**config.mk**
```make
export PLATFORM = sky130hd
export DESIGN_NAME = gst_timer
export DESIGN_NICKNAME = d
export VERILOG_FILES = /design/src/pkg/gst_pkg.sv /design/src/core/gst_timer.sv
export VERILOG_INCLUDE_DIRS = /design/src /design/src/pkg
export SDC_FILE = /design/constraint.sdc
export NUM_CORES = 1
export LEC_CHECK = 0
export BUFFER_PORTS_ARGS = -buffer_cell sky130_fd_sc_hd__buf_2
export CAP_MARGIN = 10
export CORE_ASPECT_RATIO = 1.2
export CORE_MARGIN = 4
export CORE_UTILIZATION = 35
export DETAILED_ROUTE_END_ITERATION = 12
export PLACE_DENSITY = 0.61
export SLEW_MARGIN = 20
export SYNTH_ARGS = -nofsm -noshare
export SYNTH_HDL_FRONTEND = slang
export SYNTH_SLANG_ARGS = --single-unit
```
**constraint.sdc**
```tcl
create_clock -name pclk -period 2.7 [get_ports pclk]
set_input_delay 0.135 -clock pclk [delete_from_list [all_inputs] [get_ports pclk]]
set_output_delay 0.135 -clock pclk [all_outputs]
set_load 0.005 [all_outputs]
```
**src/pkg/gst_params.svh**
```systemverilog
// Purpose: Named offsets, field positions and constants of the gated timer.
// Assumes: Included by its bare name after the package.
// Notes: Definitions only.
`ifndef GST_PARAMS_SVH
`define GST_PARAMS_SVH

`define GST_OFF_CTRL 8'h00
`define GST_OFF_GATE 8'h04
`define GST_OFF_COUNT 8'h08
`define GST_OFF_CAPCMP 8'h0C
`define GST_OFF_FLAGS 8'h10
`define GST_OFF_IRQEN 8'h14

`define GST_CT_ON 0
`define GST_CT_SBYP 1
`define GST_CT_PS_LO 2
`define GST_CT_PS_HI 3
`define GST_CT_CS_LO 4
`define GST_CT_CS_HI 5
`define GST_CT_OSC 6
`define GST_CT_CAP 8
`define GST_CT_CMP 9
`define GST_CT_ACL 10

`define GST_GT_GE 0
`define GST_GT_POL 1
`define GST_GT_TM 2
`define GST_GT_SPM 3
`define GST_GT_ARM 4
`define GST_GT_VAL 5
`define GST_GT_SS_LO 6
`define GST_GT_SS_HI 7

`define GST_FL_OVF 0
`define GST_FL_GEV 1
`define GST_IE_OVF 0
`define GST_IE_GEV 1
`define GST_IE_PERIPHERAL_IRQ_ENABLE 2
`define GST_IE_GIE 3

`define GST_IN_PIN 0
`define GST_IN_CMP1 1
`define GST_IN_CMP2 2
`define GST_IN_EXT 3
`define GST_IN_LFO 4

`define GST_CNT_MAX 16'hFFFF
`define GST_CNT_ZERO 16'h0000
`define GST_WORD_ZERO 32'h0000_0000
`define GST_DIV4_LAST 2'h3
`define GST_PS_M1 3'h0
`define GST_PS_M2 3'h1
`define GST_PS_M4 3'h3
`define GST_PS_M8 3'h7
`define GST_PRE_ZERO 3'h0

`endif

```
**src/pkg/gst_pkg.sv**
```systemverilog
// Purpose: Types of the gated timer.
// Assumes: Nothing beyond SystemVerilog.
// Notes: The state struct holds every flip-flop of the core.
package gst_pkg;

  typedef enum logic [1:0] {
    GST_CS_INSTR, GST_CS_SYS, GST_CS_EXT, GST_CS_LFO
  } gst_clk_src_t;

  typedef enum logic [1:0] {
    GST_GS_PIN, GST_GS_AUX, GST_GS_CMP1, GST_GS_CMP2
  } gst_gate_src_t;

  typedef struct packed {
    logic on;
    logic sbyp;
    logic [1:0] ps;
    gst_clk_src_t cs;
    logic osc;
    logic cap_en;
    logic cmp_en;
    logic acl_en;
    logic ge;
    logic pol;
    logic tm;
    logic spm;
    logic arm;
    gst_gate_src_t gss;
    logic [15:0] count;
    logic [15:0] capcmp;
    logic ovf;
    logic gev;
    logic ovf_ie;
    logic gev_ie;
    logic peripheral_irq_enable;
    logic global_irq_enable;
    logic [4:0] s1;
    logic [4:0] s2;
    logic [4:0] s3;
    logic [4:0] lvl;
    logic [1:0] clk_prev;
    logic [1:0] div4;
    logic [2:0] pre;
    logic [1:0] cmp_tb;
    logic gpol_prev;
    logic tog;
    logic gt_prev;
    logic sp_run;
    logic gval;
    logic match_prev;
    logic cmp_evt;
    logic irq;
    logic wake;
    logic vec;
    logic [31:0] prdata;
  } gst_state_t;

endpackage

```
**src/core/gst_timer.sv**
```systemverilog
// Purpose: Gated 16-bit incrementing timer with APB registers.
// Assumes: Single clock pclk at 200 MHz; pins pass a three-flop filter.
// Notes: Count, capture and compare share one 16-bit time base.
// How it works
// - Gating restricts counting only when enabled.
// - Gated: count only when gate equals polarity, or while the toggle flop is set in toggle mode.
// - Two-bit select picks pin, aux, comparators.
// - Aux timer wrap pulse feeds gate.
// - Comparator gate optionally latched on count tick.
// - Toggle flop inverts each time the gate starts to equal polarity.
// - Toggle flop held clear when mode off.
// - Arm after single-pulse; count starts next edge.
// - Arm clears at pulse trailing edge.
// - Disarmed: gate events do not count.
// - Toggle plus single-pulse counts one cycle.
// - Gate level status always readable.
// - Gate level fall sets event flag, irq.
// - Event flag works with gating disabled.
// - Count wraps to zero, sets overflow.
// - Overflow irq needs on and enables.
// - Sleep counts async external only; wakes.
// - Count is capture and compare base.
// - Auto clear zeroes count, no overflow.
// - Count write beats auto clear.
// - Counter off unless on bit set.
// - Clock select: instr, sys, ext, lfosc.
// - Prescale 1/2/4/8; count write resets.
`include "gst_params.svh"
`timescale 1ns/1ps
`default_nettype none

module gst_timer
  import gst_pkg::*;
(
  // APB slave
  input wire logic pclk,
  input wire logic presetn,
  input wire logic psel,
  input wire logic penable,
  input wire logic pwrite,
  input wire logic [7:0] paddr,
  input wire logic [31:0] pwdata,
  input wire logic [3:0] pstrb,
  output logic [31:0] prdata,
  output logic pready,
  output logic pslverr,
  // Gate and clock sources
  input wire logic gate_input_pin,
  input wire logic aux_timer_wrap,
  input wire logic comparator_one_gate_out,
  input wire logic comparator_two_gate_out,
  input wire logic cmp_one_sync_sel,
  input wire logic cmp_two_sync_sel,
  input wire logic external_count_clock_pin,
  input wire logic low_freq_internal_osc,
  // System and capture/compare
  input wire logic sleep_mode,
  input wire logic capture_event,
  output logic compare_event,
  output logic [15:0] count_value,
  output logic irq_req,
  output logic wake_req,
  output logic irq_vector_req
);

  gst_state_t s;
  gst_state_t d;

  logic acc;
  logic wr;
  logic mapped;
  logic cnt_wr_lo;
  logic cnt_wr_hi;
  logic raw_tick;
  logic pre_done;
  logic inc;
  logic acl;
  logic gate_src;
  logic gpol;
  logic gt;
  logic gsp;
  logic cnt_en;

  assign acc = psel && penable;
  assign wr = acc && pwrite;
  assign mapped = (paddr == `GST_OFF_CTRL) || (paddr == `GST_OFF_GATE) ||
                  (paddr == `GST_OFF_COUNT) || (paddr == `GST_OFF_CAPCMP) ||
                  (paddr == `GST_OFF_FLAGS) || (paddr == `GST_OFF_IRQEN);
  assign cnt_wr_lo = wr && (paddr == `GST_OFF_COUNT) && pstrb[0];
  assign cnt_wr_hi = wr && (paddr == `GST_OFF_COUNT) && pstrb[1];

  always_comb begin
    logic [2:0] mask;
    logic [15:0] nxt;
    mask = `GST_PS_M1;
    nxt = s.count;
    raw_tick = 1'b0;
    gate_src = 1'b0;
    d = s;
    // Three-flop filter: a level changes once flops two and three agree.
    d.s1 = {low_freq_internal_osc, external_count_clock_pin,
            comparator_two_gate_out, comparator_one_gate_out,
            gate_input_pin};
    d.s2 = s.s1;
    d.s3 = s.s2;
    d.lvl = (s.s2 & s.s3) | (s.lvl & (s.s2 ^ s.s3));
    d.clk_prev = {s.lvl[`GST_IN_LFO], s.lvl[`GST_IN_EXT]};
    d.div4 = s.div4 + 2'h1;
    unique case (s.cs)
      GST_CS_INSTR: raw_tick = (s.div4 == `GST_DIV4_LAST);
      GST_CS_SYS: raw_tick = 1'b1;
      GST_CS_EXT: raw_tick = s.lvl[`GST_IN_EXT] && !s.clk_prev[0];
      GST_CS_LFO: raw_tick = s.lvl[`GST_IN_LFO] && !s.clk_prev[1];
    endcase
    // Only the unsynchronised external counter keeps running in sleep.
    if (sleep_mode && !(s.cs == GST_CS_EXT && s.sbyp)) begin
      raw_tick = 1'b0;
    end
    unique case (s.ps)
      2'h0: mask = `GST_PS_M1;
      2'h1: mask = `GST_PS_M2;
      2'h2: mask = `GST_PS_M4;
      2'h3: mask = `GST_PS_M8;
    endcase
    pre_done = raw_tick && s.on && (s.pre == mask);
    if (cnt_wr_lo || cnt_wr_hi) begin
      d.pre = `GST_PRE_ZERO;
    end else if (raw_tick && s.on) begin
      d.pre = pre_done ? `GST_PRE_ZERO : s.pre + 3'h1;
    end
    // Comparator levels are resampled on every count tick; the sync selects choose them.
    if (pre_done) begin
      d.cmp_tb = {s.lvl[`GST_IN_CMP2], s.lvl[`GST_IN_CMP1]};
    end
    unique case (s.gss)
      GST_GS_PIN: gate_src = s.lvl[`GST_IN_PIN];
      GST_GS_AUX: gate_src = aux_timer_wrap;
      GST_GS_CMP1: gate_src = cmp_one_sync_sel ? s.cmp_tb[0]
                                               : s.lvl[`GST_IN_CMP1];
      GST_GS_CMP2: gate_src = cmp_two_sync_sel ? s.cmp_tb[1]
                                               : s.lvl[`GST_IN_CMP2];
    endcase
    gpol = (gate_src == s.pol);
    d.gpol_prev = gpol;
    if (!s.tm) begin
      d.tog = 1'b0;
    end else if (gpol && !s.gpol_prev) begin
      d.tog = !s.tog;
    end
    gt = s.tm ? s.tog : gpol;
    d.gt_prev = gt;
    // The run latch opens only on an edge seen while armed.
    if (!s.arm) begin
      d.sp_run = 1'b0;
    end else if (gt && !s.gt_prev) begin
      d.sp_run = 1'b1;
    end
    gsp = s.spm ? (gt && s.sp_run) : gt;
    d.gval = gsp;
    cnt_en = s.on && (!s.ge || s.gval);
    inc = pre_done && cnt_en;
    acl = s.acl_en && s.cmp_evt;
    if (inc) begin
      nxt = s.count + 16'h0001;
    end
    if (acl) begin
      nxt = `GST_CNT_ZERO;
    end
    if (cnt_wr_lo) begin
      nxt[7:0] = pwdata[7:0];
    end
    if (cnt_wr_hi) begin
      nxt[15:8] = pwdata[15:8];
    end
    d.count = nxt;
    d.match_prev = s.cmp_en && (s.count == s.capcmp);
    d.cmp_evt = s.cmp_en && (s.count == s.capcmp) && !s.match_prev;
    // Register writes; hardware sets are applied after and win.
    if (wr) begin
      unique case (paddr)
        `GST_OFF_CTRL: begin
          if (pstrb[0]) begin
            d.on = pwdata[`GST_CT_ON];
            d.sbyp = pwdata[`GST_CT_SBYP];
            d.ps = pwdata[`GST_CT_PS_HI:`GST_CT_PS_LO];
            d.cs = gst_clk_src_t'(pwdata[`GST_CT_CS_HI:`GST_CT_CS_LO]);
            d.osc = pwdata[`GST_CT_OSC];
          end
          if (pstrb[1]) begin
            d.cap_en = pwdata[`GST_CT_CAP];
            d.cmp_en = pwdata[`GST_CT_CMP];
            d.acl_en = pwdata[`GST_CT_ACL];
          end
        end
        `GST_OFF_GATE: begin
          if (pstrb[0]) begin
            d.ge = pwdata[`GST_GT_GE];
            d.pol = pwdata[`GST_GT_POL];
            d.tm = pwdata[`GST_GT_TM];
            d.spm = pwdata[`GST_GT_SPM];
            d.gss = gst_gate_src_t'(pwdata[`GST_GT_SS_HI:`GST_GT_SS_LO]);
          end
        end
        `GST_OFF_CAPCMP: begin
          if (pstrb[0]) begin
            d.capcmp[7:0] = pwdata[7:0];
          end
          if (pstrb[1]) begin
            d.capcmp[15:8] = pwdata[15:8];
          end
        end
        `GST_OFF_FLAGS: begin
          if (pstrb[0]) begin
            d.ovf = s.ovf && !pwdata[`GST_FL_OVF];
            d.gev = s.gev && !pwdata[`GST_FL_GEV];
          end
        end
        `GST_OFF_IRQEN: begin
          if (pstrb[0]) begin
            d.ovf_ie = pwdata[`GST_IE_OVF];
            d.gev_ie = pwdata[`GST_IE_GEV];
            d.peripheral_irq_enable = pwdata[`GST_IE_PERIPHERAL_IRQ_ENABLE];
            d.global_irq_enable = pwdata[`GST_IE_GIE];
          end
        end
        default: begin
        end
      endcase
    end
    // Software arming wins over the hardware clear in the same cycle.
    if (wr && paddr == `GST_OFF_GATE && pstrb[0]) begin
      d.arm = pwdata[`GST_GT_ARM];
    end else if (s.spm && s.gval && !gsp) begin
      d.arm = 1'b0;
    end
    if (s.cap_en && capture_event) begin
      d.capcmp = s.count;
    end
    if (inc && s.count == `GST_CNT_MAX && !acl) begin
      d.ovf = 1'b1;
    end
    if (s.gval && !gsp) begin
      d.gev = 1'b1;
    end
    d.irq = (s.peripheral_irq_enable && s.global_irq_enable) &&
            ((s.ovf && s.ovf_ie && s.on) || (s.gev && s.gev_ie));
    d.wake = sleep_mode && s.on && s.ovf && s.ovf_ie && s.peripheral_irq_enable;
    d.vec = sleep_mode && s.on && s.ovf && s.ovf_ie && s.peripheral_irq_enable &&
            s.global_irq_enable;
    // Read data is captured in the setup cycle and held through access.
    if (psel && !penable) begin
      d.prdata = `GST_WORD_ZERO;
      unique case (paddr)
        `GST_OFF_CTRL: begin
          d.prdata[`GST_CT_ON] = s.on;
          d.prdata[`GST_CT_SBYP] = s.sbyp;
          d.prdata[`GST_CT_PS_HI:`GST_CT_PS_LO] = s.ps;
          d.prdata[`GST_CT_CS_HI:`GST_CT_CS_LO] = s.cs;
          d.prdata[`GST_CT_OSC] = s.osc;
          d.prdata[`GST_CT_CAP] = s.cap_en;
          d.prdata[`GST_CT_CMP] = s.cmp_en;
          d.prdata[`GST_CT_ACL] = s.acl_en;
        end
        `GST_OFF_GATE: begin
          d.prdata[`GST_GT_GE] = s.ge;
          d.prdata[`GST_GT_POL] = s.pol;
          d.prdata[`GST_GT_TM] = s.tm;
          d.prdata[`GST_GT_SPM] = s.spm;
          d.prdata[`GST_GT_ARM] = s.arm;
          d.prdata[`GST_GT_VAL] = s.gval;
          d.prdata[`GST_GT_SS_HI:`GST_GT_SS_LO] = s.gss;
        end
        `GST_OFF_COUNT: d.prdata[15:0] = s.count;
        `GST_OFF_CAPCMP: d.prdata[15:0] = s.capcmp;
        `GST_OFF_FLAGS: begin
          d.prdata[`GST_FL_OVF] = s.ovf;
          d.prdata[`GST_FL_GEV] = s.gev;
        end
        `GST_OFF_IRQEN: begin
          d.prdata[`GST_IE_OVF] = s.ovf_ie;
          d.prdata[`GST_IE_GEV] = s.gev_ie;
          d.prdata[`GST_IE_PERIPHERAL_IRQ_ENABLE] = s.peripheral_irq_enable;
          d.prdata[`GST_IE_GIE] = s.global_irq_enable;
        end
        default: begin
        end
      endcase
    end
  end

  always_ff @(posedge pclk or negedge presetn) begin
    if (!presetn) begin
      s <= '0;
    end else begin
      s <= d;
    end
  end

  assign prdata = s.prdata;
  assign pready = acc;
  assign pslverr = acc && !mapped;
  assign compare_event = s.cmp_evt;
  assign count_value = s.count;
  assign irq_req = s.irq;
  assign wake_req = s.wake;
  assign irq_vector_req = s.vec;
endmodule

`default_nettype wire

```
Yosys cells after proc, flatten, opt, wreduce, memory -nomap -nowiden:

Index checks and enable logic that the tools add are counted.

* register bits: 110
* bits in latches: 0
* RAM bits: 0
* ROM bits: 0
* word-level logic and storage cells: 198
* memories: 0

* $add $sub $neg: 3
* $mul: 0
* div/mod/pow operators: 0
* $lt $le $gt $ge: 0
* eq/ne operators: 21
* shifts and indexed selects: 0
* multiplexer cells: 38
* bitwise operators: 4
* reduce and logical (&&, ||, !) cells: 89

Operators with widths (count)
* $mux 16: 4
* $logic_and 1x1->1: 41
* $mux 8: 4
* $pmux 3 s4: 2
* $reduce_and 3->1: 8
* $reduce_bool 2->1: 12
* $mux 22: 1
* $add 16x1->16 const B: 1
* $eq 16x16->1: 1
* $eq 16x16->1 const B: 1
* $eq 8x4->1 const B: 2
* $eq 8x5->1 const B: 2
* $eq 2x2->1 const B: 7
* $logic_not 1->1: 14
* $mux 1: 13
* $pmux 2 s6: 1
* $and 5x5->5: 2
* $pmux 2 s5: 1
* $pmux 5 s2: 1
* $mux 3: 3
* $pmux 3 s3: 1
* $eq 8x3->1 const B: 1
* $logic_not 8->1: 1
* $logic_or 1x1->1: 8
* other kinds (14): 23

Logic depth before layout (Yosys ltp):

* word-level depth: 12
* depth in mapped cells: 8
* gate-level depth less buffers: 7

Least setup slack after synthesis:

No wires, ideal clock.

* kind: reg2reg
* from: register s[122] (netlist name)
* to: register s (netlist bit count_value[10])
* setup time: 0.122 ns
* data arrival time: 1.899 ns
* slack: 0.679 ns
* stages on the path, launching flop included: 8
* buffers on the path: 1
* clock period less this slack: 2.021 ns
* cell sequence: dfrtp_1 or4_1 a21oi_1 a31o_2 buf_6 or4b_1 xor2_1 o21ai_2

* cells in the longest elaborated chain, start to end: 6
* elaborated cells on any way between the ends: 9
* those cells by class: eq/ne (4); mux (1); reduce/logical (4)

RTL lines
* start: declaration: line gst_timer.sv:66 `gst_state_t s;`
* start signal: assignment: line gst_timer.sv:293 `s <= '0;`
* start signal: assignment: line gst_timer.sv:295 `s <= d;`
* $eq 2x2->1, or another cell as far along: line gst_timer.sv:119 `unique case (s.ps)`
* $pmux 3 s4 (*): line gst_timer.sv:119
* $eq 3x3->1 (*): line gst_timer.sv:125 `pre_done = raw_tick && s.on && (s.pre == mask);`
* $logic_and 1x1->1 (*): line gst_timer.sv:125
* $logic_and 1x1->1 (*): line gst_timer.sv:161 `inc = pre_done && cnt_en;`
* $reduce_bool 3->1 (no source line) (*)

Mark *: on every way between the ends. The rest lies on a longest branch, timed or not.
A chain may end at the register's enable or synchronous reset.

Worst setup path in the final report:

* from: register s[123] (netlist name)
* to: register s (netlist bit count_value[8])

The elaborated chain is that of the path after synthesis.

==> metrics <==
Overall Power=3266 uW; CTS tree=done; reported net switching power=714.8 uW; Hold Crit Depth=3; Rel. slew slack=50.92%; overall die area=0.01822 mm^2; Port Buffer Count=78; M2 GR Usage=27.88%; commonest non-fill, non-tap cells in the layout=dfrtp_1, buf_2, nand2_1; Post-synth EDFFs=0; vias in the first global route=4202; initial antenna violation count=0; #FFs+latches synth=110; HP Class=input port to flip-flop; Post-Layout Cell Count=about 800; Main synth FF type=dfrtp_1; Setup CP Type=flip-flop to flip-flop; global-route wire length before repair=22.74 mm; Setup crit end kind=flip-flop; hold_buf cts=6; Max VDD drop=0.0002460 V; top post-synthesis cells by area=dfrtp_1, buf_4, mux2_2; Num CTS Buffers=9; status=complete, no violations; area share of the largest cell type after synthesis=between 40% and 50%; async set-reset flop share out of synthesis=100.0%; DP HPWL=10.80 mm; cell taking the most area after synthesis=dfrtp_1; Flop pwr share=between 50% and 60%; Clock Tree Buf Depth=2; Power Dens Cells=516.5 mW/mm^2; Antenna Cells=0; clk sinks=110; register area share after synthesis=48.79%; share of post-route cells with drive strength above 1=22.84%; H-tree Lvls=3; cell-internal power=2551 uW; Starting Density=approximately 36%; Chip Height=147.1 um; drt pass-1 iters=5; Mean Syn Cell Area=~10 um^2; crit start category=flip-flop; Yosys cell types=61; Setup Viol. Count Final=0; Initial DRC Count=301; WP data required=2.99 ns; Antenna Violating Nets Remaining=0; final worst path period share=approximately nine tenths; drt drc=0; Comb pwr share=5.7%; Area Growth Syn to Fin=12.09%; Fmax=0.4035 GHz; via-per-instance ratio=5.154; M3 GR Usage=around 2.3%; post_cts resized=0; commonest non-fill, non-tap cell in the layout=dfrtp_1; worst skew pair latency=0.35 ns; root buf cell=clkbuf_16; final hold violations=0; synth warn=0; RePlAce Congestion=0.8729; I/O pin total=113; Clock transition at path regs=0.07 ns; CORE AREA=0.01570 mm^2; fill cell count=1555; post-CTS setup buffer count=0; switching share of power=around 22%; Critical Path AT=2.77 ns; TNS Setup=0 ns; Cell Area, Synth=roughly 0.0056 mm^2; Via Count=just over 4000; largest net degree at the start of global routing=56; Clk pwr share=42.2%; total of max-cap violations=0; Synth Instances=between 500 and 600; Die Width=about 120 um; WL final=14.30 mm; nets=653; num rows=50; Worst R2R Path Depth=6; placed insts=777; Period minus WS final=2.478 ns; met1 usage=roughly a fifth; Global Route Usage Sum=roughly 16%; Setup Skew=between 0.007 and 0.008 ns; Wirelength per Cell=17.90 um; Slew Viols, Final=0; unrepaired setup endpoints after global routing=false; Tightest Pin Transition=0.7362 ns; Lkg Pwr=0.002967 uW; busiest grt layer=met2; total gr overflow=0; crit-path max FO=19
==> critical path: stages, from the launching register on <==
cell and delay, ns:
dfrtp_1 0.44, or4_1 0.55, a21oi_1 0.19, a31o_2 0.38, nand2_1 0.21, or4_1 0.56, nand3_1 0.09
==> registers in the layout, summed over array words and instances, names as in the netlist <==
register and cells:
compare_event 1, s 62, irq_req 1, d 12, count_value 16, irq_vector_req 1, wake_req 1, prdata 16
==> kinds of logic (layout without fill, tap and decap cells) <==
logic type	count (synthesis)	count (layout)	synth area share (%)
multiplexers	45	45	8.716
AND/OR/NAND/NOR	160	160	15.04
other	1	16	0.06647
AO/OA/AOI/OAI	105	105	11.87
XOR/XNOR	30	30	4.657
adder cells (fa/ha/maj)	8	8	1.774
flip-flops	110	110	48.79
buffers and inverters	81	117	9.093
==> metrics by stage <==
stage	hold slack, ns	setup WS, ns	area [um^2]	utilization [%]
after floorplan	-0.1606	0.6793	5698	-
after global placement	0.2351	0.4149	5948	37.88
after detailed placement	0.2447	0.2815	5948	37.88
after CTS	0.001623	0.2693	6321	40.26
after global routing	0.01360	0.1403	6324	40.27
final	0.008468	0.2216	6324	40.27
==> path summary, 6_finish.rpt <==
path                                   end        from  slack [ns]
max                         count_value[8]      s[123]        0.22
min                        count_value[11]  pwdata[11]       0.008
max reg2reg                 count_value[8]      s[123]        0.22
min reg2reg                          d[58]       d[63]        0.35
max in group asynchronous            s[49]     presetn        1.55
min in group asynchronous  count_value[11]     presetn        0.39
==> Yosys cell counts, drive strengths merged (3+ instances only) <==
| cell | number |
|---|---|
| nand3 | 10 |
| or3 | 3 |
| and4 | 4 |
| o21ai | 51 |
| nand4 | 14 |
| a22oi | 8 |
| mux2i | 21 |
| a21oi | 11 |
| nor3 | 4 |
| nand2b | 5 |
| and2 | 13 |
| nor2b | 5 |
| a222oi | 6 |
| inv | 8 |
| xnor2 | 15 |
| o21a | 3 |
| ha | 8 |
| a22o | 4 |
| buf | 61 |
| dfrtp | 110 |
| clkbuf | 12 |
| nor2 | 12 |
| mux2 | 23 |
| and3 | 4 |
| nand2 | 70 |
| or4 | 3 |
| xor2 | 15 |
| a21o | 8 |
==> area by class of cell <==
| cell class | instances | area [um^2] | share of cell area [%] |
|---|---|---|---|
| Timing Repair Buffer | 93 | 533.0 | 8.429 |
| Clock buffer | 14 | 274.0 | 4.333 |
| Inverter | 8 | 30.03 | 0.4749 |
| Clock inverter | 2 | 38.79 | 0.6134 |
| Sequential cell | 110 | 2753 | 43.53 |
| Multi-Input combinational cell | 364 | 2435 | 38.50 |
| Tap cell | 208 | 260.3 | 4.116 |
==> metal layers <==
metal	wire length (um)	vias to the layer above
met4	273	0
met2	7445	119
met3	670	15
met5	0	-
li1	-	1944
met1	5909	2040
==> power by group through the flow <==
stage          combinational [uW]  clock [uW]  sequential (uW)
6_report                      186        1380             1700
5_1_grt                       209        1480             1710
4_1_cts                       189        1410             1700
3_5_place_dp                  182           0             1730
3_3_place_gp                  177           0             1730
2_1_floorplan                95.2           0             1730
(Power assumes the default switching activity.)
